[src/logic/umfc_pkg.sv]
`default_nettype none
package umfc_pkg;
   // ---------------------------------------------------------------
   // serial mode select codes
   // ---------------------------------------------------------------
   localparam logic [2:0] MODE_OFF   = 3'h0;   // interface disabled
   localparam logic [2:0] MODE_UART7 = 3'h4;   // 7-bit characters
   localparam logic [2:0] MODE_UART8 = 3'h5;   // 8-bit characters
   localparam logic [2:0] MODE_UART9 = 3'h6;   // 9-bit characters
   // ---------------------------------------------------------------
   // timing and layout
   // ---------------------------------------------------------------
   localparam int          OVERSAMPLE  = 16;       // ticks per bit
   localparam logic [3:0]  TICK_LAST   = 4'hF;     // last tick of a bit
   localparam logic [3:0]  TICK_MID    = 4'h7;     // mid-bit sample tick
   localparam int          PRESCALE8   = 8;        // slow count source ratio
   localparam logic [2:0]  PRESCALE_LAST = 3'h7;   // last cycle of the /8 divider
   localparam int          DATA_W      = 9;        // buffer width
   localparam logic [8:0]  BUF_RESET   = 9'h000;   // buffer reset value
   localparam logic [7:0]  DIV_RESET   = 8'h00;    // divisor counter reset value
endpackage
`default_nettype wire

[src/logic/umfc_uart.sv]
`default_nettype none
// Behaviour
// - bit rate is source over (divisor+1) over sixteen
// - mode code zero disables and resets machines
// - codes 100,101,110 select 7,8,9 bits
// - data sits from bit 0 upward
// - bit order select chooses LSB or MSB first
// - bit order honoured only for 8-bit characters
// - data logic switch inverts transmit data
// - data logic switch inverts received data
// - polarity inversion flips both pins, all bits
// - idle output high or floating when open-drain
// - clear-to-send low required to start
// - cts rising finishes current character, then halts
// - rts driven low when ready to receive
// - flow control disabled makes pin plain I/O
// - select 0 is cts, 1 is rts
module umfc_uart (
   input  wire logic       ref_clk,              // system clock, 50 MHz
   input  wire logic       srst,                 // sync reset, high
   input  wire logic [2:0] serial_mode_select,   // mode code
   input  wire logic       transmit_enable_bit,  // transmit enable
   input  wire logic       receive_enable_bit,   // receive enable
   input  wire logic [7:0] baud_divisor_reg,     // baud divisor
   input  wire logic       count_source_div8,    // 0 = /1, 1 = /8 source
   input  wire logic       bit_order_select,     // 1 = MSB first
   input  wire logic       data_invert,          // data logic switching
   input  wire logic       pin_invert,           // pin polarity inversion
   input  wire logic       open_drain,           // open-drain output
   input  wire logic       flow_control_disable, // 1 = pin is plain I/O
   input  wire logic       flow_control_select,  // 0 = cts, 1 = rts
   input  wire logic       gpio_out,             // port value when plain I/O
   input  wire logic       gpio_oe,              // port drive when plain I/O
   input  wire logic [8:0] transmit_buffer,      // data to send
   input  wire logic       transmit_write,       // pulse: buffer written
   input  wire logic       receive_read,         // pulse: buffer read
   input  wire logic       serial_in_pin,        // serial input
   input  wire logic       flow_control_pin_in,  // shared pin level
   output logic            serial_out_pin,       // serial output level
   output logic            serial_out_oe,        // serial output enable
   output logic            flow_control_pin_out, // shared pin drive level
   output logic            flow_control_pin_oe,  // shared pin drive enable
   output logic [8:0]      receive_buffer,       // received character
   output logic            receive_full,         // receive buffer holds data
   output logic            transmit_empty,       // transmit buffer free
   output logic            transmitter_idle,     // shift register empty
   output logic            overrun_error,        // character lost
   output logic            framing_error         // stop bit low
);
   // ---------------------------------------------------------------
   // mode decode
   // ---------------------------------------------------------------
   typedef enum {UMFC_IDLE, UMFC_START, UMFC_DATA, UMFC_STOP} umfc_state_t;

   logic       mode_on;    // a uart mode is selected
   logic [3:0] char_len;   // data bits per character
   logic       msb_first;  // effective bit order
   logic       cts_mode;   // clear-to-send active
   logic       rts_mode;   // request-to-send active
   logic       tick;       // sixteenth-bit tick
   logic       rx_line;    // input after polarity handling

   always_comb begin
      mode_on  = 1'b1;
      char_len = 4'h8;
      case (serial_mode_select)
         umfc_pkg::MODE_UART7: char_len = 4'h7;
         umfc_pkg::MODE_UART8: char_len = 4'h8;
         umfc_pkg::MODE_UART9: char_len = 4'h9;
         default:              mode_on  = 1'b0;
      endcase
   end
   // other lengths keep lsb first
   assign msb_first = bit_order_select && (char_len == 4'h8);
   assign cts_mode  = !flow_control_disable && !flow_control_select;
   assign rts_mode  = !flow_control_disable && flow_control_select;
   assign rx_line   = serial_in_pin ^ pin_invert;

   // shared divider: slow source and reload counter
   umfc_baud #(
      .DIV_W (8)
   ) u_baud (
      .ref_clk  (ref_clk),
      .srst     (srst),
      .run      (mode_on),
      .src_div8 (count_source_div8),
      .divisor  (baud_divisor_reg),
      .tick     (tick)
   );

   // ---------------------------------------------------------------
   // transmitter
   // ---------------------------------------------------------------
   umfc_state_t tx_st, next_tx_st;
   logic [8:0]  tx_hold, next_tx_hold;     // transmit buffer copy
   logic        tx_full, next_tx_full;     // buffer holds a character
   logic [8:0]  tx_sh, next_tx_sh;         // shift register
   logic [3:0]  tx_tk, next_tx_tk;         // tick within bit
   logic [3:0]  tx_bit, next_tx_bit;       // data bits sent
   logic        tx_line, next_tx_line;     // logical line level

   // next transmitter state
   always_comb begin
      next_tx_st   = tx_st;
      next_tx_hold = tx_hold;
      next_tx_full = tx_full;
      next_tx_sh   = tx_sh;
      next_tx_tk   = tx_tk;
      next_tx_bit  = tx_bit;
      next_tx_line = tx_line;
      if (transmit_write) begin
         next_tx_hold = data_invert ? ~transmit_buffer : transmit_buffer;
         next_tx_full = 1'b1;
      end
      if (!mode_on) begin
         // disabled interface: machine and line return to idle
         next_tx_st   = UMFC_IDLE;
         next_tx_full = 1'b0;
         next_tx_line = 1'b1;
      end else if (tick) begin
         next_tx_tk = tx_tk + 4'h1;
         case (tx_st)
            UMFC_IDLE: begin
               next_tx_tk   = 4'h0;
               next_tx_line = 1'b1;
               // cts is looked at only here, so a rise mid-character
               // lets the character finish before holding off
               if (tx_full && transmit_enable_bit &&
                   !(cts_mode && flow_control_pin_in)) begin
                  next_tx_st   = UMFC_START;
                  next_tx_sh   = tx_hold;
                  next_tx_full = transmit_write;
                  next_tx_line = 1'b0;
               end
            end
            UMFC_START: begin
               if (tx_tk == umfc_pkg::TICK_LAST) begin
                  next_tx_st   = UMFC_DATA;
                  next_tx_bit  = 4'h0;
                  next_tx_line = msb_first ? tx_sh[7] : tx_sh[0];
               end
            end
            UMFC_DATA: begin
               if (tx_tk == umfc_pkg::TICK_LAST) begin
                  next_tx_bit = tx_bit + 4'h1;
                  next_tx_sh  = msb_first ? {tx_sh[8], tx_sh[6:0], 1'b0}
                                          : {1'b0, tx_sh[8:1]};
                  if (tx_bit + 4'h1 == char_len) begin
                     next_tx_st   = UMFC_STOP;
                     next_tx_line = 1'b1;
                  end else begin
                     next_tx_line = msb_first ? tx_sh[6] : tx_sh[1];
                  end
               end
            end
            UMFC_STOP: begin
               if (tx_tk == umfc_pkg::TICK_LAST) begin
                  next_tx_st = UMFC_IDLE;
               end
            end
            default: next_tx_st = UMFC_IDLE;
         endcase
      end
   end

   // register transmitter
   always_ff @(posedge ref_clk) begin
      if (srst) begin
         tx_st   <= UMFC_IDLE;
         tx_hold <= umfc_pkg::BUF_RESET;
         tx_full <= 1'b0;
         tx_sh   <= umfc_pkg::BUF_RESET;
         tx_tk   <= 4'h0;
         tx_bit  <= 4'h0;
         tx_line <= 1'b1;
      end else begin
         tx_st   <= next_tx_st;
         tx_hold <= next_tx_hold;
         tx_full <= next_tx_full;
         tx_sh   <= next_tx_sh;
         tx_tk   <= next_tx_tk;
         tx_bit  <= next_tx_bit;
         tx_line <= next_tx_line;
      end
   end

   // ---------------------------------------------------------------
   // receiver
   // ---------------------------------------------------------------
   umfc_state_t rx_st, next_rx_st;
   logic [8:0]  rx_sh, next_rx_sh;         // incoming bits
   logic [3:0]  rx_tk, next_rx_tk;         // tick within bit
   logic [3:0]  rx_bit, next_rx_bit;       // data bits taken
   logic [8:0]  next_rbuf;
   logic        next_rfull, next_oer, next_fer;
   logic [8:0]  rx_word;                   // right-aligned character

   // align a finished character to bit 0 for the buffer
   always_comb begin
      rx_word = rx_sh >> (4'h9 - char_len);
      if (msb_first) begin
         rx_word = rx_sh;
      end
   end

   // next receiver state
   always_comb begin
      next_rx_st  = rx_st;
      next_rx_sh  = rx_sh;
      next_rx_tk  = rx_tk;
      next_rx_bit = rx_bit;
      next_rbuf   = receive_buffer;
      next_rfull  = receive_full && !receive_read;
      next_oer    = overrun_error && !receive_read;
      next_fer    = framing_error && !receive_read;
      if (!mode_on || !receive_enable_bit) begin
         next_rx_st = UMFC_IDLE;
         if (!mode_on) begin
            next_rfull = 1'b0;
         end
      end else if (tick) begin
         next_rx_tk = rx_tk + 4'h1;
         case (rx_st)
            UMFC_IDLE: begin
               next_rx_tk = 4'h0;
               if (!rx_line) begin
                  next_rx_st = UMFC_START;
                  next_rx_tk = 4'h1;
               end
            end
            UMFC_START: begin
               // a glitch that is gone by mid-bit is not a start
               if (rx_tk == umfc_pkg::TICK_MID && rx_line) begin
                  next_rx_st = UMFC_IDLE;
               end else if (rx_tk == umfc_pkg::TICK_LAST) begin
                  next_rx_st  = UMFC_DATA;
                  next_rx_bit = 4'h0;
               end
            end
            UMFC_DATA: begin
               if (rx_tk == umfc_pkg::TICK_MID) begin
                  next_rx_sh = msb_first ? {1'b0, rx_sh[6:0], rx_line}
                                         : {rx_line, rx_sh[8:1]};
               end
               if (rx_tk == umfc_pkg::TICK_LAST) begin
                  next_rx_bit = rx_bit + 4'h1;
                  if (rx_bit + 4'h1 == char_len) begin
                     next_rx_st = UMFC_STOP;
                  end
               end
            end
            UMFC_STOP: begin
               if (rx_tk == umfc_pkg::TICK_MID) begin
                  next_rx_st = UMFC_IDLE;
                  // set wins over a same-cycle read
                  next_rbuf  = data_invert ? ~rx_word : rx_word;
                  next_rfull = 1'b1;
                  next_oer   = next_oer || (receive_full && !receive_read);
                  next_fer   = !rx_line;
               end
            end
            default: next_rx_st = UMFC_IDLE;
         endcase
      end
   end

   // register receiver and the pin drivers
   always_ff @(posedge ref_clk) begin
      if (srst) begin
         rx_st                <= UMFC_IDLE;
         rx_sh                <= umfc_pkg::BUF_RESET;
         rx_tk                <= 4'h0;
         rx_bit               <= 4'h0;
         receive_buffer       <= umfc_pkg::BUF_RESET;
         receive_full         <= 1'b0;
         overrun_error        <= 1'b0;
         framing_error        <= 1'b0;
         serial_out_pin       <= 1'b1;
         serial_out_oe        <= 1'b0;
         flow_control_pin_out <= 1'b1;
         flow_control_pin_oe  <= 1'b0;
         transmit_empty       <= 1'b1;
         transmitter_idle     <= 1'b1;
      end else begin
         rx_st                <= next_rx_st;
         rx_sh                <= next_rx_sh;
         rx_tk                <= next_rx_tk;
         rx_bit               <= next_rx_bit;
         receive_buffer       <= next_rbuf;
         receive_full         <= next_rfull;
         overrun_error        <= next_oer;
         framing_error        <= next_fer;
         serial_out_pin       <= next_tx_line ^ pin_invert;
         // open-drain only pulls low, so a high level floats
         serial_out_oe        <= mode_on &&
                                 !(open_drain && (next_tx_line ^ pin_invert));
         if (rts_mode) begin
            flow_control_pin_out <= !(mode_on && receive_enable_bit && !next_rfull);
            flow_control_pin_oe  <= 1'b1;
         end else if (cts_mode) begin
            flow_control_pin_out <= 1'b1;
            flow_control_pin_oe  <= 1'b0;
         end else begin
            flow_control_pin_out <= gpio_out;
            flow_control_pin_oe  <= gpio_oe;
         end
         transmit_empty       <= !next_tx_full;
         transmitter_idle     <= (next_tx_st == UMFC_IDLE);
      end
   end
endmodule
`default_nettype wire

[src/logic/umfc_baud.sv]
`default_nettype none
// ---------------------------------------------------------------
// baud tick generator: prescale, then reloadable down-counter
// ---------------------------------------------------------------
module umfc_baud #(
   parameter int DIV_W = 8
) (
   input  wire logic             ref_clk,      // system clock
   input  wire logic             srst,         // sync reset, high
   input  wire logic             run,          // low holds the counter
   input  wire logic             src_div8,     // 1 selects the /8 source
   input  wire logic [DIV_W-1:0] divisor,      // divides by divisor+1
   output logic                  tick          // one sixteenth-bit pulse
);
   logic [2:0]       pre;                      // /8 prescaler
   logic [2:0]       next_pre;
   logic [DIV_W-1:0] cnt;                      // divisor down-counter
   logic [DIV_W-1:0] next_cnt;
   logic             next_tick;
   logic             src_en;                   // count source enable

   // next values of prescaler and divisor counter
   always_comb begin
      next_pre  = pre + 3'h1;
      src_en    = src_div8 ? (pre == umfc_pkg::PRESCALE_LAST) : 1'b1;
      next_cnt  = cnt;
      next_tick = 1'b0;
      if (!run) begin
         next_pre = 3'h0;
         next_cnt = divisor;
      end else if (src_en) begin
         if (cnt == '0) begin
            // reload on underflow, so each period is divisor+1 sources
            next_cnt  = divisor;
            next_tick = 1'b1;
         end else begin
            next_cnt = cnt - {{(DIV_W-1){1'b0}}, 1'b1};
         end
      end
   end

   // register stage
   always_ff @(posedge ref_clk) begin
      if (srst) begin
         pre  <= 3'h0;
         cnt  <= umfc_pkg::DIV_RESET;
         tick <= 1'b0;
      end else begin
         pre  <= next_pre;
         cnt  <= next_cnt;
         tick <= next_tick;
      end
   end
endmodule
`default_nettype wire

[config.mk]
export PLATFORM = sky130hd
export DESIGN_NAME = umfc_uart
export DESIGN_NICKNAME = d
export VERILOG_FILES = /design/src/logic/umfc_pkg.sv /design/src/logic/umfc_uart.sv /design/src/logic/umfc_baud.sv
export SDC_FILE = /design/constraint.sdc
export NUM_CORES = 1
export LEC_CHECK = 0
export BUFFER_PORTS_ARGS = -buffer_cell sky130_fd_sc_hd__buf_4
export CORE_MARGIN = 4
export CORE_UTILIZATION = 59
export CTS_CLUSTER_SIZE = 24
export DETAILED_ROUTE_END_ITERATION = 8
export PLACE_DENSITY = 0.88
export SYNTH_ARGS = -nofsm -noshare
export SYNTH_HDL_FRONTEND = slang
export SYNTH_SLANG_ARGS = --single-unit
[constraint.sdc]
create_clock -name ref_clk -period 3.05 [get_ports ref_clk]
set_input_delay 0.61 -clock ref_clk [delete_from_list [all_inputs] [get_ports ref_clk]]
set_output_delay 0.61 -clock ref_clk [all_outputs]
set_load 0.005 [all_outputs]
# After elaboration in Yosys (flattened, before gate mapping)
# Cells that the tools add are included.
[classes]
addsub = 7
n_mul = 0
n_div = 0
magnitude_cmp = 0
n_eq_ne = 28
shift = 1
muxes = 71
bitwise = 7
n_reduce_logical = 47
[ops]
columns = ["cell", "count"]
rows = [
  ["32-bit two-way mux", 13],
  ["32-bit one-hot mux with 4 select lines", 2],
  ["32-bit by 2-bit equality test with 1-bit output (second input constant)", 4],
  ["32-bit logical NOT", 3],
  ["32-bit by 1-bit equality test with 1-bit output (second input constant)", 2],
  ["9-bit two-way mux", 7],
  ["1-bit two-way mux", 34],
  ["4-bit two-way mux", 7],
  ["8-bit two-way mux", 3],
  ["4-bit one-hot mux with 2 select lines", 3],
  ["2-bit != test (second input constant)", 10],
  ["9-bit NOT", 2],
  ["9-bit one-hot mux with 2 select lines", 1],
  ["6-bit AND reduction", 3],
  ["4-bit by 1-bit adder with 4-bit output (second input constant)", 4],
  ["1-bit logical AND", 14],
  ["3-bit equality test (second input constant)", 4],
  ["4-bit equality test (second input constant)", 3],
  ["1-bit logical NOT", 11],
  ["5-bit AND reduction", 2],
  ["9-bit by 4-bit >> shifter with 9-bit output", 1],
  ["4-bit equality test", 2],
  ["8-bit logical NOT", 1],
  ["4-bit AND reduction", 2],
  ["14 further kinds", 23],
]
[totals]
register_bits = 139
latch_bits = 0
mem_bits_rw = 0
romBits = 0
mem_count = 0

# Depth between registers and ports, before layout
# Gate-level depths: netlist of the first run.
[depth]
ltp_word = 14
ltp_mapped = 9

# Cells and area by module
# From an unflattened synthesis of the first run, not the netlist that was laid out.
[unflattened]
hier_cells = 625
hier_area_um2 = 5350.1
[modules_own_cells]
columns = ["mod", "n_inst", "cells_each", "area_per_inst_um2", "seq_area_each_um2"]
rows = [
  ["umfc_uart", 1, 541, 4639.4, 1941.9],
  ["umfc_baud", 1, 84, 710.7, 240.2],
]

# Worst setup path after synthesis of the first run
# OpenSTA, ideal clock, no wires.
[synth_timing]
path_type = "input to register"
start = "input port serial_mode_select[1]"
end = "register rx_bit[2]"
t_arrival_ns = 2.261
setup_slack_ns = 0.718
path_stages = 7
path_buffers = 2
path_cell_list = "clkbuf_1 -> a21boi_2 -> nand3_1 -> or3_1 -> clkbuf_1 -> or4_1 -> a21oi_1"
[synth_between]
elab_chain_cells = 7
[synth_lines]
columns = ["element", "line", "rtl"]
rows = [
  ["start, declared", "umfc_uart.sv:21", "input wire logic [2:0] serial_mode_select,"],
  ["3-bit equality test", "umfc_uart.sv:66", "case (serial_mode_select)"],
  ["3-bit OR reduction (no source line) (*)", "-", ""],
  ["1-bit two-way mux (*)", "umfc_uart.sv:66", ""],
  ["1-bit logical NOT (*)", "-", ""],
  ["1-bit logical OR (*)", "umfc_uart.sv:216", "if (!mode_on || !receive_enable_bit) begin"],
  ["1-bit NOT (no source line) (*)", "-", ""],
  ["6-bit AND reduction (no source line) (*)", "-", ""],
  ["end signal, assigned", "umfc_uart.sv:288", "rx_bit <= next_rx_bit;"],
  ["end, declared", "umfc_uart.sv:193", "logic [3:0] rx_bit, next_rx_bit;"],
]
# Every way passes the cells marked *; elsewhere a longest branch is shown, timed or not.
# A chain may end at the register's enable or synchronous reset.

# Worst setup path after layout of the first run
[layout_timing]
start = "register tx_st[25]"
end = "register tx_st[25]"
[layout_between]
elab_chain_cells = 5
[layout_lines]
columns = ["element", "line", "rtl"]
rows = [
  ["start, declared", "umfc_uart.sv:94", "umfc_state_t tx_st, next_tx_st;"],
  ["start signal, assigned", "umfc_uart.sv:177", "tx_st <= next_tx_st;"],
  ["branches (longest 3 deep; another with 32-bit by 2-bit equality test with 1-bit output)", "-", ""],
  ["32-bit two-way mux (*)", "umfc_uart.sv:120", "end else if (tick) begin"],
  ["32-bit two-way mux (*)", "umfc_uart.sv:115", "if (!mode_on) begin"],
]
# Mark *: on every way between the ends.

==> summary.json, run 1 <==
{
  "setup_path": {
    "critPathMaxFanout": 25,
    "cp-start-kind": "register",
    "cp.required_ps": 3360,
    "worst_ep_arrival_time_ps": 2850,
    "path_class": "register to register",
    "cp-end-kind": "register"
  },
  "global_routing": {
    "grtUsageMet3_pct": 4.48,
    "track_usage_pct": 23.3,
    "globalRoute.totalOverflow": 0,
    "grt-busiest-layer": "met2",
    "groute.layer.met1.usage_pct": 30.1,
    "first_pass_grt_wire_length_mm": 19.5,
    "globalRouteMet2Util_pct": 38.8,
    "grt_start_max_net_pins": 47,
    "via_count_of_the_first_global_routing_pass": 4289,
    "antenna_found_initial": 0
  },
  "die": {
    "core_area_mm2": 0.00834,
    "start_util_pct": 61.4,
    "ios": 55,
    "die_extent_in_y_um": 101,
    "die_area_mm2": 0.0102,
    "die_x_um": 101,
    "standard_cell_rows": 33
  },
  "layout": {
    "fill_cells": 666,
    "area_growth_pct": 13.0,
    "post_layout_nonfiller_instances": 753,
    "share_of_post_route_cells_with_drive_strength_above_1_pct": 14.4,
    "insertedDiodeCount": 0,
    "postLayoutCoreUtil_pct": 69.4,
    "finish.net_count": 689
  },
  "timing": {
    "actual_slew_at_the_worst_max_slew_pin_ps": 1070,
    "drv_slew": 0,
    "rsz_0062_raised_after_global_routing": "no",
    "setup-violations-final": 0,
    "fin_crit_ps": 2540,
    "fmaxAchievable_mhz": 394,
    "final-hold-violation-count": 0,
    "remaining_max_slew_budget_at_the_tightest_pin_pct": 28.5,
    "final_min_period_over_clock_period_pct": 83.2,
    "final.setup_skew_ps": 10.9,
    "totalNegativeSetupSlack_ps": 0
  },
  "detailed_routing": {
    "wire_per_inst_um": 14.9,
    "drc_errors": 0,
    "detailedRoute.firstPassIterationCount": 8,
    "viasPerCell": 5.96,
    "dr.first_iter.drc_count": 347,
    "num_vias": 4488,
    "postRouteAntennaNets": 0,
    "postRouteWirelength_mm": 11.2
  },
  "flow_run": {
    "cap_violations": 0
  },
  "yosys": {
    "mappedNetlistArea_mm2": 0.00512,
    "asr_flop_ratio_synth_pct": 0,
    "yosysWarnings": 0,
    "synth-edff-count": 0,
    "synthFlopType": "dfxtp_1",
    "synthesis.area_per_instance_um2": 8.51,
    "yosysSeqAreaShare_pct": 42.6,
    "synth_instances": 602,
    "ys_types": 57,
    "synth.net_count": 647,
    "ys_seq_elements": 109
  },
  "outcome": {
    "status": "finished clean"
  },
  "clock_tree": {
    "root_driver": "clkbuf_8",
    "cts_made_buffers": 9,
    "clk_path_buf_depth": 2,
    "clock_transition_at_the_register_clock_pins_on_the_worst_setup_and_hold_paths_after_cts_ps": 100,
    "post_cts_setup_buffer_count": 0,
    "clock_latency_on_the_worst_skew_pair_ps": 360,
    "post_cts.resized_instances": 0,
    "cts_hold_repair.buffers": 0,
    "htreeDepth": 3,
    "clock-sinks": 109,
    "cts_tree": "done"
  },
  "pwr": {
    "power.static_leakage_nw": 2.15,
    "power_dens_cells_mw_per_mm2": 434,
    "power.ir.vdd_worst_mv": 0.423,
    "finalPower_mw": 2.51
  },
  "placed_design": {
    "port-buffer-count": 54,
    "dp_hpwl_mm": 8.09,
    "post-place-cells": 738,
    "gpl.final_weighted_congestion": 0.956
  },
  "hold_path": {
    "worst_hold_path_type": "input pin to register"
  }
}
-- cell type report --
class / instances / area (um2) / share of cell area, %
clock buffers: 11 / 141 / 2.44
multi-input cells: 446 / 2760 / 47.7
clock inverters: 4 / 33.8 / 0.584
flip-flops and latches: 109 / 2180 / 37.7
inverters: 13 / 48.8 / 0.843
repair buffers: 65 / 488 / 8.43
well taps: 105 / 131 / 2.27
-- flip-flops by register name, indices dropped and copies added (netlist names), 8 cells and up --
signal and flops:
tx_st 32, tx_hold 9, receive_buffer 9, tx_sh 9, u_baud.cnt 8, rx_sh 9
-- critical path, stage by stage (launching register included) --
cell	delay (ps)
dfxtp_1	320
nor4_1	290
nand4_1	330
nor2_1	240
a31oi_1	140
nor3_2	890
and2_2	270
-- logic make-up (layout without fill, tap and decap cells) --
logic type,after synthesis,count (layout),share of synthesized area (%)
muxes,7,7,1.37
DFF,109,109,42.6
buffers and inverters,47,93,3.49
adders and majority gates,8,8,1.95
and+or+nand+nor,259,259,27.1
AOI/OAI and AO/OA,141,141,18.2
xor gates and xnor gates,31,31,5.30
-- stage by stage --
stage          worst slack [ps]  instance area, um2  hold slack, ps
2_1_floorplan               718                5120             399
3_3_place_gp                599                5610             405
3_5_place_dp                455                5610             426
4_1_cts                     494                5790             399
5_1_grt                     196                5790             390
6_report                    511                5790             408
-- power by group --
part / switching (mW) / internal [mW]
Combinational: 0.146 / 0.108
Sequential: 0.0217 / 1.45
Clock: 0.465 / 0.321
-- final timing paths --
kind / startpoint / end / slack [ps] / cells past startpoint
setup / recovery: tx_st[25]$_SDFF_PP0_ / tx_st[25]$_SDFF_PP0_ / 510 / 6
hold / removal: receive_read / overrun_error$_SDFF_PP0_ / 410 / 2
setup reg to reg: tx_st[25]$_SDFF_PP0_ / tx_st[25]$_SDFF_PP0_ / 510 / 6
hold reg to reg: u_baud.pre[0]$_SDFF_PP0_ / u_baud.pre[0]$_SDFF_PP0_ / 440 / 1
-- Yosys cell counts (all sizes together), types with 8 or more instances --
master / number / area [um2]
a21oi: 42 / 210
o211ai: 8 / 60.1
xor2: 13 / 114
and2: 34 / 214
inv: 13 / 48.8
nand2b: 16 / 100
nand2: 49 / 184
nand3: 30 / 150
nor3: 14 / 80.1
clkbuf: 29 / 109
a311oi: 8 / 70.1
nand4: 10 / 62.6
dfxtp: 109 / 2180
xnor2: 18 / 158
and3: 9 / 56.3
a211oi: 20 / 150
nor2: 60 / 225
nor4: 12 / 121
o21ai: 22 / 110
ha: 8 / 100
-- routing by layer --
metal | vias up | routed length [um] | share of wire, %
li1 | 2231 | - | -
met2 | 136 | 5380 | 48
met1 | 2092 | 4930 | 44
met4 | 0 | 255 | 2.3
met3 | 29 | 659 | 5.9
met5 | - | 0 | 0
-- cells in the final DEF, fill, tap and decap left out, types with 9 or more instances in the layout --
cell / netlist / routed
xnor2_1: 18 / 18
and3_1: 9 / 9
nor2_1: 60 / 60
clkbuf_8: 0 / 10
a211oi_1: 20 / 20
inv_1: 13 / 13
dfxtp_1: 109 / 109
xor2_1: 13 / 13
nand2b_1: 16 / 16
buf_4: 0 / 65
nor3_1: 12 / 12
nand3_1: 30 / 30
a21oi_1: 42 / 42
o21ai_0: 22 / 22
and2_1: 33 / 33
nand4_1: 10 / 10
nand2_1: 49 / 49
Note: power is estimated with default switching activity, not from simulation.
==> inputs of run 2 (changes only) <==
ABC_AREA = 1   (was not set)
CORE_UTILIZATION = 53   (was 59)
PLACE_DENSITY = 0.84   (was 0.88)
clock period = 2.05 ns   (was 3.05 ns; I/O delays follow)
==> summary.json, run 2 <==
{
  "pwr": {
    "swShare": {"value": 26.3, "unit": "%", "change": "+1.1 points"},
    "p_seq_share": {"value": 57.6, "unit": "%", "change": "-1.0 points"},
    "power_frac_clock": {"value": 30.9, "unit": "%", "change": "-0.4 points"},
    "power.static_leakage": {"value": 2.77, "unit": "nW", "change": "+29%"},
    "comb_power_share": {"value": 11.5, "unit": "%", "change": "+1.4 points"},
    "p_int": {"value": 2.80, "unit": "mW", "change": "+49%"},
    "power.ir.vdd_worst": {"value": 0.339, "unit": "mV", "change": "-20%"},
    "netsw": {"value": 1.00, "unit": "mW", "change": "+58%"},
    "power_dens_cells": {"value": 604, "unit": "mW/mm2", "change": "+39%"}
  },
  "detailed_routing": {
    "postRouteWirelength": {"value": 12.8, "unit": "mm", "change": "+14%"},
    "dr.first_iter.drc_count": {"value": 329, "change": "-5.2%"},
    "drc_errors": {"value": 0, "change": "unchanged"},
    "num_vias": {"value": 5236, "change": "+17%"},
    "viasPerCell": {"value": 5.30, "change": "-11%"},
    "detailedRoute.firstPassIterationCount": {"value": 5, "change": "-3"},
    "wire_per_inst": {"value": 12.9, "unit": "um", "change": "-13%"},
    "postRouteAntennaNets": {"value": 0, "change": "unchanged"}
  },
  "setup_path": {
    "crit_path_cell_trace": "nor2_1, nand3_1, nor2_1, nand2_1, nor2_4, clkinvlp_4, buf_4, buf_4, nand2_1, o21ai_0, o21ai_0, a21oi_1",
    "cp-start-kind": "register",
    "worst_ep_arrival_time": {"value": 2140, "unit": "ps", "change": "-710 ps"},
    "path_class": "register to register",
    "startpoint": "tx_st[6]$_SDFF_PP0_",
    "critPathMaxFanout": {"value": 4, "change": "-84%"},
    "cp-end-kind": "register",
    "timing.critical_path.slowest_stage_cell": "dfxtp_1",
    "reg2reg_from": "tx_st[6]$_SDFF_PP0_",
    "cp.required": {"value": 2300, "unit": "ps", "change": "-1060 ps"},
    "critPathMaxStageDelay": {"value": 330, "unit": "ps", "change": "-560 ps"}
  },
  "placed_design": {
    "dp_hpwl": {"value": 9.08, "unit": "mm", "change": "+12%"},
    "postPlaceCellArea": {"value": 0.00604, "unit": "mm2", "change": "+7.7%"},
    "port-buffer-count": {"value": 54, "change": "unchanged"},
    "place_worst_setup_slack": {"value": 86.5, "unit": "ps", "change": "-368 ps"},
    "gpl.final_weighted_congestion": {"value": 0.901, "change": "-5.8%"}
  },
  "layout": {
    "largest_reg_flops": {"value": 32, "change": "unchanged"},
    "insertedDiodeCount": {"value": 0, "change": "unchanged"},
    "area_growth_pct": 15.9,
    "postLayoutCoreUtil": {"value": 63.8, "unit": "%", "change": "-5.6 points"},
    "fin_area": {"value": 0.00629, "unit": "mm2", "change": "+8.8%"},
    "share_of_post_route_cells_with_drive_strength_above_1": {"value": 14.8, "unit": "%", "change": "+0.40 points"},
    "top_register": "tx_st",
    "layout.cells.most_common": "nand2_1",
    "mostFrequentLayoutCells": "nand2_1, nor2_1, dfxtp_1",
    "finish.net_count": {"value": 895, "change": "+30%"}
  },
  "timing": {
    "hold_slack": {"value": 223, "unit": "ps", "change": "-185 ps"},
    "fin_crit": {"value": 1880, "unit": "ps", "change": "-656 ps"},
    "totalNegativeSetupSlack": {"value": 0, "unit": "ps", "change": "unchanged"},
    "remaining_max_slew_budget_at_the_tightest_pin": {"value": 72.4, "unit": "%", "change": "+44 points"},
    "actual_slew_at_the_worst_max_slew_pin": {"value": 415, "unit": "ps", "change": "-653 ps"},
    "drv_slew": {"value": 0, "change": "unchanged"},
    "setup-violations-final": {"value": 0, "change": "unchanged"},
    "fmaxAchievable": {"value": 531, "unit": "MHz", "change": "+35%"},
    "final-hold-violation-count": {"value": 0, "change": "unchanged"},
    "worst_slack_setup_final": {"value": 166, "unit": "ps", "change": "-344 ps"},
    "final_min_period_over_clock_period": {"value": 91.9, "unit": "%", "change": "+8.6 points"},
    "final.setup_skew": {"value": 14.0, "unit": "ps", "change": "+3.08 ps"}
  },
  "yosys": {
    "mappedNetlistArea": {"value": 0.00543, "unit": "mm2", "change": "+6.1%"},
    "yosysWarnings": {"value": 0, "change": "unchanged"},
    "yosysSeqAreaShare": {"value": 40.2, "unit": "%", "change": "-2.4 points"},
    "synth.net_count": {"value": 836, "change": "+29%"},
    "ys_top_cells_by_count": "nand2_1, nor2_1, dfxtp_1, inv_1, o21ai_0",
    "yosys-top-cells-area": "dfxtp_1, nand2_1, nor2_1",
    "synth_instances": {"value": 791, "change": "+31%"},
    "synthesis.area_per_instance": {"value": 6.87, "unit": "um2", "change": "-19%"},
    "synth_top_area_share": {"value": 40.2, "unit": "%", "change": "-2.4 points"},
    "asr_flop_ratio_synth": {"value": 0, "unit": "%", "change": "unchanged"},
    "synth-edff-count": {"value": 0, "change": "unchanged"},
    "yosys.area.top_type": "dfxtp_1",
    "synth_most_common_cell": "nand2_1",
    "ys_seq_elements": {"value": 109, "change": "unchanged"},
    "synthFlopType": "dfxtp_1",
    "ys_types": {"value": 43, "change": "-25%"}
  },
  "clock_tree": {
    "clock-sinks": {"value": 109, "change": "unchanged"},
    "cts_made_buffers": {"value": 9, "change": "unchanged"},
    "clock_transition_at_the_register_clock_pins_on_the_worst_setup_and_hold_paths_after_cts": {"value": 100, "unit": "ps", "change": "about the same"},
    "cts_hold_repair.buffers": {"value": 0, "change": "unchanged"},
    "clock_latency_on_the_worst_skew_pair": {"value": 370, "unit": "ps", "change": "about the same"},
    "root_driver": "clkbuf_8",
    "htreeDepth": {"value": 3, "change": "unchanged"},
    "clk_path_buf_depth": {"value": 2, "change": "unchanged"},
    "cts_tree": "done"
  },
  "global_routing": {
    "track_usage": {"value": 21.9, "unit": "%", "change": "-1.4 points"},
    "via_count_of_the_first_global_routing_pass": {"value": 4784, "change": "+12%"},
    "globalRoute.totalOverflow": {"value": 0, "change": "unchanged"},
    "grt-busiest-layer": "met2",
    "grtUsageMet3": {"value": 4.26, "unit": "%", "change": "-0.21 points"},
    "grt_start_max_net_pins": {"value": 35, "change": "-26%"},
    "globalRouteMet2Util": {"value": 36.7, "unit": "%", "change": "-2.1 points"},
    "groute.layer.met1.usage": {"value": 28.6, "unit": "%", "change": "-1.5 points"},
    "first_pass_grt_wire_length": {"value": 21.2, "unit": "mm", "change": "+8.6%"},
    "antenna_found_initial": {"value": 0, "change": "unchanged"}
  },
  "die": {
    "die_area": {"value": 0.0119, "unit": "mm2", "change": "+17%"},
    "ios": {"value": 55, "change": "unchanged"},
    "core_area": {"value": 0.00986, "unit": "mm2", "change": "+18%"},
    "die_x": {"value": 109, "unit": "um", "change": "+8.0%"},
    "standard_cell_rows": {"value": 36, "change": "+9.1%"},
    "die_extent_in_y": {"value": 109, "unit": "um", "change": "+8.0%"},
    "start_util": {"value": 55.1, "unit": "%", "change": "-6.3 points"}
  },
  "hold_path": {
    "min_from": "receive_read",
    "worst_hold_path_type": "input pin to register"
  },
  "outcome": {
    "status": "finished clean"
  },
  "flow_run": {
    "cap_violations": {"value": 0, "change": "unchanged"}
  }
}
==> run 2: cell count changes in the layout (fill, tap and decap cells not counted), sizes merged, moves of 10 or more <==
cell and change:
nand2 +122, inv +76, nor2 +71, o21ai +47, and2 -34, nand2b -16
xnor2 -16, a211oi -15, buf +12, nand3 +10
==> run 2: power by group through the flow <==
stage | Sequential [mW] | Clock, mW | Combinational, mW
after floorplan | 2.23 | 0 | 0.273
after global routing | 2.20 | 1.27 | 0.489
final | 2.19 | 1.18 | 0.438
after CTS | 2.19 | 1.19 | 0.433
after detailed placement | 2.24 | 0 | 0.432
after global placement | 2.24 | 0 | 0.423
==> run 2: path summary, 6_finish.rpt <==
kind / endpoint / depth (start not counted) / slack, ps
worst max register to register: tx_sh[0]$_SDFFE_PP0P_ / 12 / 170
worst min register to register: u_baud.pre[0]$_SDFF_PP0_ / 1 / 440
worst min-delay path: overrun_error$_SDFF_PP0_ / 2 / 220
worst max-delay path: tx_sh[0]$_SDFFE_PP0P_ / 12 / 170
==> run 2: metal layers <==
| layer | vias to the layer above | wire length (um) |
|---|---|---|
| met5 | - | 0 |
| met4 | 0 | 171 |
| met3 | 14 | 658 |
| met2 | 145 | 5970 |
| met1 | 2372 | 5950 |
| li1 | 2705 | - |
==> run 2: stage by stage <==
stage                     std cells  power [mW]
after global placement          969        2.66
after floorplan                 791        2.50
after CTS                       984        3.81
final                           987        3.80
after global routing            987        3.96
after detailed placement        969        2.67
==> run 2: what timing repair did <==
item                       CTS  global route
resized for setup            0            17
setup endpoints to repair    0            18
setup buffers                0             3
==> run 2: kinds of logic (layout without fill, tap and decap cells) <==
| family | Yosys count | count (layout) | synth area share [%] |
|---|---|---|---|
| XOR/XNOR | 18 | 18 | 2.90 |
| AO/OA/AOI/OAI | 161 | 161 | 17.0 |
| adder cells (fa/ha/maj) | 8 | 8 | 1.84 |
| buffers and inverters | 121 | 184 | 8.66 |
| flip-flops | 109 | 109 | 40.2 |
| AND/OR/NAND/NOR | 374 | 374 | 29.4 |
==> run 2: layout make-up <==
type / instances / area (um2)
Fill cell: 882 / 3570
Multi-Input combinational cell: 561 / 2840
Sequential cell: 109 / 2180
Timing Repair Buffer: 77 / 591
Inverter: 92 / 352
Tap cell: 133 / 166
Clock buffer: 11 / 141
Clock inverter: 4 / 23.8
==> run 2: worst max-delay path: cells and delay by family (launching register included) <==
family                 cells  cell delay, ps
buffers and inverters      3             420
flip-flops                 1             330
AND/OR/NAND/NOR            6             720
AO/OA/AOI/OAI              3             290
==> inputs of run 3 (changes only) <==
CELL_PAD_IN_SITES_DETAIL_PLACEMENT = 1   (was not set)
CELL_PAD_IN_SITES_GLOBAL_PLACEMENT = 2   (was not set)
CORE_UTILIZATION = 30   (was 53)
==> summary.json, run 3 (same netlist as run 2, synthesis figures left out) <==
{
  "setup_path": {
    "critical_path_depth": {"value": 9, "change": "-3"},
    "cp-end-kind": "register",
    "cp.required": {"value": 2290, "unit": "ps", "change": "about the same"},
    "critPathMaxFanout": {"value": 8, "change": "+4"},
    "path_class": "register to register",
    "critPathMaxStageDelay": {"value": 330, "unit": "ps", "change": "about the same"},
    "reg2reg_from": "tx_st[4]$_SDFF_PP0_",
    "reg2regPathDepth": {"value": 9, "change": "-3"},
    "timing.critical_path.buf_inv": {"value": 1, "change": "-2"},
    "critical_path.top_delay_family": "simple AND/OR/NAND/NOR gates",
    "critPathCapture": "tx_sh[2]$_SDFFE_PP0P_",
    "cp-start-kind": "register",
    "crit_path_cell_trace": "nor2_1, nand3_1, nor2_1, nand4_1, a21oi_1, nand3_2, buf_4, o21ai_0, a21oi_1",
    "timing.critical_path.slowest_stage_cell": "dfxtp_1",
    "startpoint": "tx_st[4]$_SDFF_PP0_",
    "rr_endpoint": "tx_sh[2]$_SDFFE_PP0P_",
    "worst_ep_arrival_time": {"value": 2120, "unit": "ps", "change": "-20 ps"},
    "setup.reg_to_reg.worst_slack": {"value": 170, "unit": "ps", "change": "about the same"}
  },
  "die": {
    "die_extent_in_y": {"value": 143, "unit": "um", "change": "+31%"},
    "die_x": {"value": 143, "unit": "um", "change": "+31%"},
    "core_area": {"value": 0.0175, "unit": "mm2", "change": "+78%"},
    "die_area": {"value": 0.0203, "unit": "mm2", "change": "+70%"},
    "start_util": {"value": 31.0, "unit": "%", "change": "-24 points"},
    "ios": {"value": 55, "change": "unchanged"},
    "standard_cell_rows": {"value": 48, "change": "+33%"}
  },
  "layout": {
    "share_of_post_route_cells_with_drive_strength_above_1": {"value": 15.4, "unit": "%", "change": "+0.64 points"},
    "insertedDiodeCount": {"value": 0, "change": "unchanged"},
    "finish.net_count": {"value": 904, "change": "+1.0%"},
    "area_growth_pct": 21.1,
    "layout.cells.most_common": "nand2_1",
    "largest_reg_flops": {"value": 32, "change": "unchanged"},
    "top_register": "tx_st",
    "mostFrequentLayoutCells": "nand2_1, nor2_1, dfxtp_1"
  },
  "pwr": {
    "power.ir.vdd_worst": {"value": 0.397, "unit": "mV", "change": "+17%"},
    "power_dens_cells": {"value": 684, "unit": "mW/mm2", "change": "+13%"},
    "comb_power_share": {"value": 10.0, "unit": "%", "change": "-1.5 points"},
    "swShare": {"value": 24.7, "unit": "%", "change": "-1.6 points"},
    "power.static_leakage": {"value": 2.88, "unit": "nW", "change": "+3.8%"},
    "finalPower": {"value": 4.50, "unit": "mW", "change": "+18%"},
    "p_seq_share": {"value": 48.6, "unit": "%", "change": "-9.0 points"},
    "p_int": {"value": 3.39, "unit": "mW", "change": "+21%"},
    "netsw": {"value": 1.11, "unit": "mW", "change": "+11%"},
    "power_frac_clock": {"value": 41.4, "unit": "%", "change": "+10 points"}
  },
  "global_routing": {
    "grt_start_max_net_pins": {"value": 33, "change": "-5.7%"},
    "globalRoute.totalOverflow": {"value": 0, "change": "unchanged"},
    "track_usage": {"value": 15.9, "unit": "%", "change": "-6.0 points"},
    "first_pass_grt_wire_length": {"value": 26.2, "unit": "mm", "change": "+24%"},
    "antenna_found_initial": {"value": 0, "change": "unchanged"},
    "via_count_of_the_first_global_routing_pass": {"value": 5327, "change": "+11%"}
  },
  "placed_design": {
    "gpl.final_weighted_congestion": {"value": 0.778, "change": "-14%"},
    "port-buffer-count": {"value": 54, "change": "unchanged"},
    "dp_hpwl": {"value": 11.6, "unit": "mm", "change": "+27%"}
  },
  "hold_path": {
    "timing.hold.worst_path_depth": {"value": 2, "change": "unchanged"},
    "worst_hold_path_type": "input pin to register"
  },
  "timing": {
    "drv_slew": {"value": 0, "change": "unchanged"},
    "setup-violations-final": {"value": 0, "change": "unchanged"},
    "final_min_period_over_clock_period": {"value": 91.6, "unit": "%", "change": "-0.26 points"},
    "fmaxAchievable": {"value": 532, "unit": "MHz", "change": "+0.28%"},
    "remaining_max_slew_budget_at_the_tightest_pin": {"value": 73.0, "unit": "%", "change": "+0.70 points"},
    "fin_crit": {"value": 1880, "unit": "ps", "change": "-5.26 ps"},
    "final-hold-violation-count": {"value": 0, "change": "unchanged"},
    "rsz_0062_raised_after_global_routing": "no",
    "actual_slew_at_the_worst_max_slew_pin": {"value": 404, "unit": "ps", "change": "-10.4 ps"},
    "hold_slack": {"value": 240, "unit": "ps", "change": "+17.2 ps"},
    "totalNegativeSetupSlack": {"value": 0, "unit": "ps", "change": "unchanged"},
    "final.setup_skew": {"value": 6.07, "unit": "ps", "change": "-7.90 ps"}
  },
  "clock_tree": {
    "clock_transition_at_the_register_clock_pins_on_the_worst_setup_and_hold_paths_after_cts": {"value": 70, "unit": "ps", "change": "-30 ps"},
    "htreeDepth": {"value": 3, "change": "unchanged"},
    "cts_hold_repair.buffers": {"value": 0, "change": "unchanged"},
    "clock-sinks": {"value": 109, "change": "unchanged"},
    "cts_tree": "done",
    "cts_made_buffers": {"value": 9, "change": "unchanged"},
    "post_cts_setup_buffer_count": {"value": 0, "change": "unchanged"},
    "clock_latency_on_the_worst_skew_pair": {"value": 360, "unit": "ps", "change": "about the same"},
    "post_cts.resized_instances": {"value": 0, "change": "unchanged"},
    "root_driver": "clkbuf_16",
    "clk_path_buf_depth": {"value": 2, "change": "unchanged"}
  },
  "detailed_routing": {
    "postRouteWirelength": {"value": 15.5, "unit": "mm", "change": "+22%"},
    "drc_errors": {"value": 0, "change": "unchanged"},
    "dr.first_iter.drc_count": {"value": 206, "change": "-37%"},
    "postRouteAntennaNets": {"value": 0, "change": "unchanged"},
    "viasPerCell": {"value": 4.79, "change": "-9.6%"},
    "wire_per_inst": {"value": 14.2, "unit": "um", "change": "+10%"},
    "detailedRoute.firstPassIterationCount": {"value": 4, "change": "-1"},
    "num_vias": {"value": 5221, "change": "-0.29%"}
  },
  "outcome": {
    "status": "finished clean"
  },
  "flow_run": {
    "cap_violations": {"value": 0, "change": "unchanged"}
  }
}
==> run 3: per-stage QoR <==
| step | worst slack (ps) | util [%] | std cells | area [um2] |
|---|---|---|---|---|
| 2_1_floorplan | 379 | - | 791 | 5430 |
| 3_3_place_gp | 120 | 35.6 | 1073 | 6240 |
| 3_5_place_dp | 98.1 | 35.6 | 1073 | 6240 |
| 4_1_cts | 44.9 | 37.4 | 1089 | 6550 |
| 5_1_grt | 14.2 | 37.5 | 1089 | 6580 |
| 6_report | 172 | 37.5 | 1089 | 6580 |
==> run 3: worst min-delay path by stage <==
stage / start / slack [ps] / endpoint
2_1_floorplan: u_baud.pre[0]$_SDFF_PP0_ / 400 / u_baud.pre[0]$_SDFF_PP0_
3_3_place_gp: u_baud.pre[0]$_SDFF_PP0_ / 410 / u_baud.pre[0]$_SDFF_PP0_
3_5_place_dp: u_baud.pre[0]$_SDFF_PP0_ / 420 / u_baud.pre[0]$_SDFF_PP0_
4_1_cts: receive_read / 220 / overrun_error$_SDFF_PP0_
5_1_grt: receive_read / 230 / overrun_error$_SDFF_PP0_
6_report: receive_read / 240 / overrun_error$_SDFF_PP0_
==> run 3: area by class of cell <==
class	instances	area [um2]
repair buffers	86	646
multi-input cells	561	2810
fillers	2206	11000
well taps	225	282
inverters	92	348
flip-flops and latches	109	2180
clock buffers	14	274
clock inverters	2	38.8
==> run 3: power groups by stage <==
stage / clock [mW] / combinational [mW] / sequential [mW]
2_1_floorplan: 0 / 0.273 / 2.23
3_3_place_gp: 0 / 0.451 / 2.24
3_5_place_dp: 0 / 0.456 / 2.24
4_1_cts: 1.93 / 0.459 / 2.19
5_1_grt: 2.01 / 0.515 / 2.19
6_report: 1.86 / 0.451 / 2.19
==> run 3: layer usage <==
layer,wire [um],vias to the layer above,GRT usage [%]
li1,-,2718,-
met1,7360,2451,20.1
met2,7570,43,27.5
met3,396,9,3.49
met4,175,0,3.85
met5,0,-,0
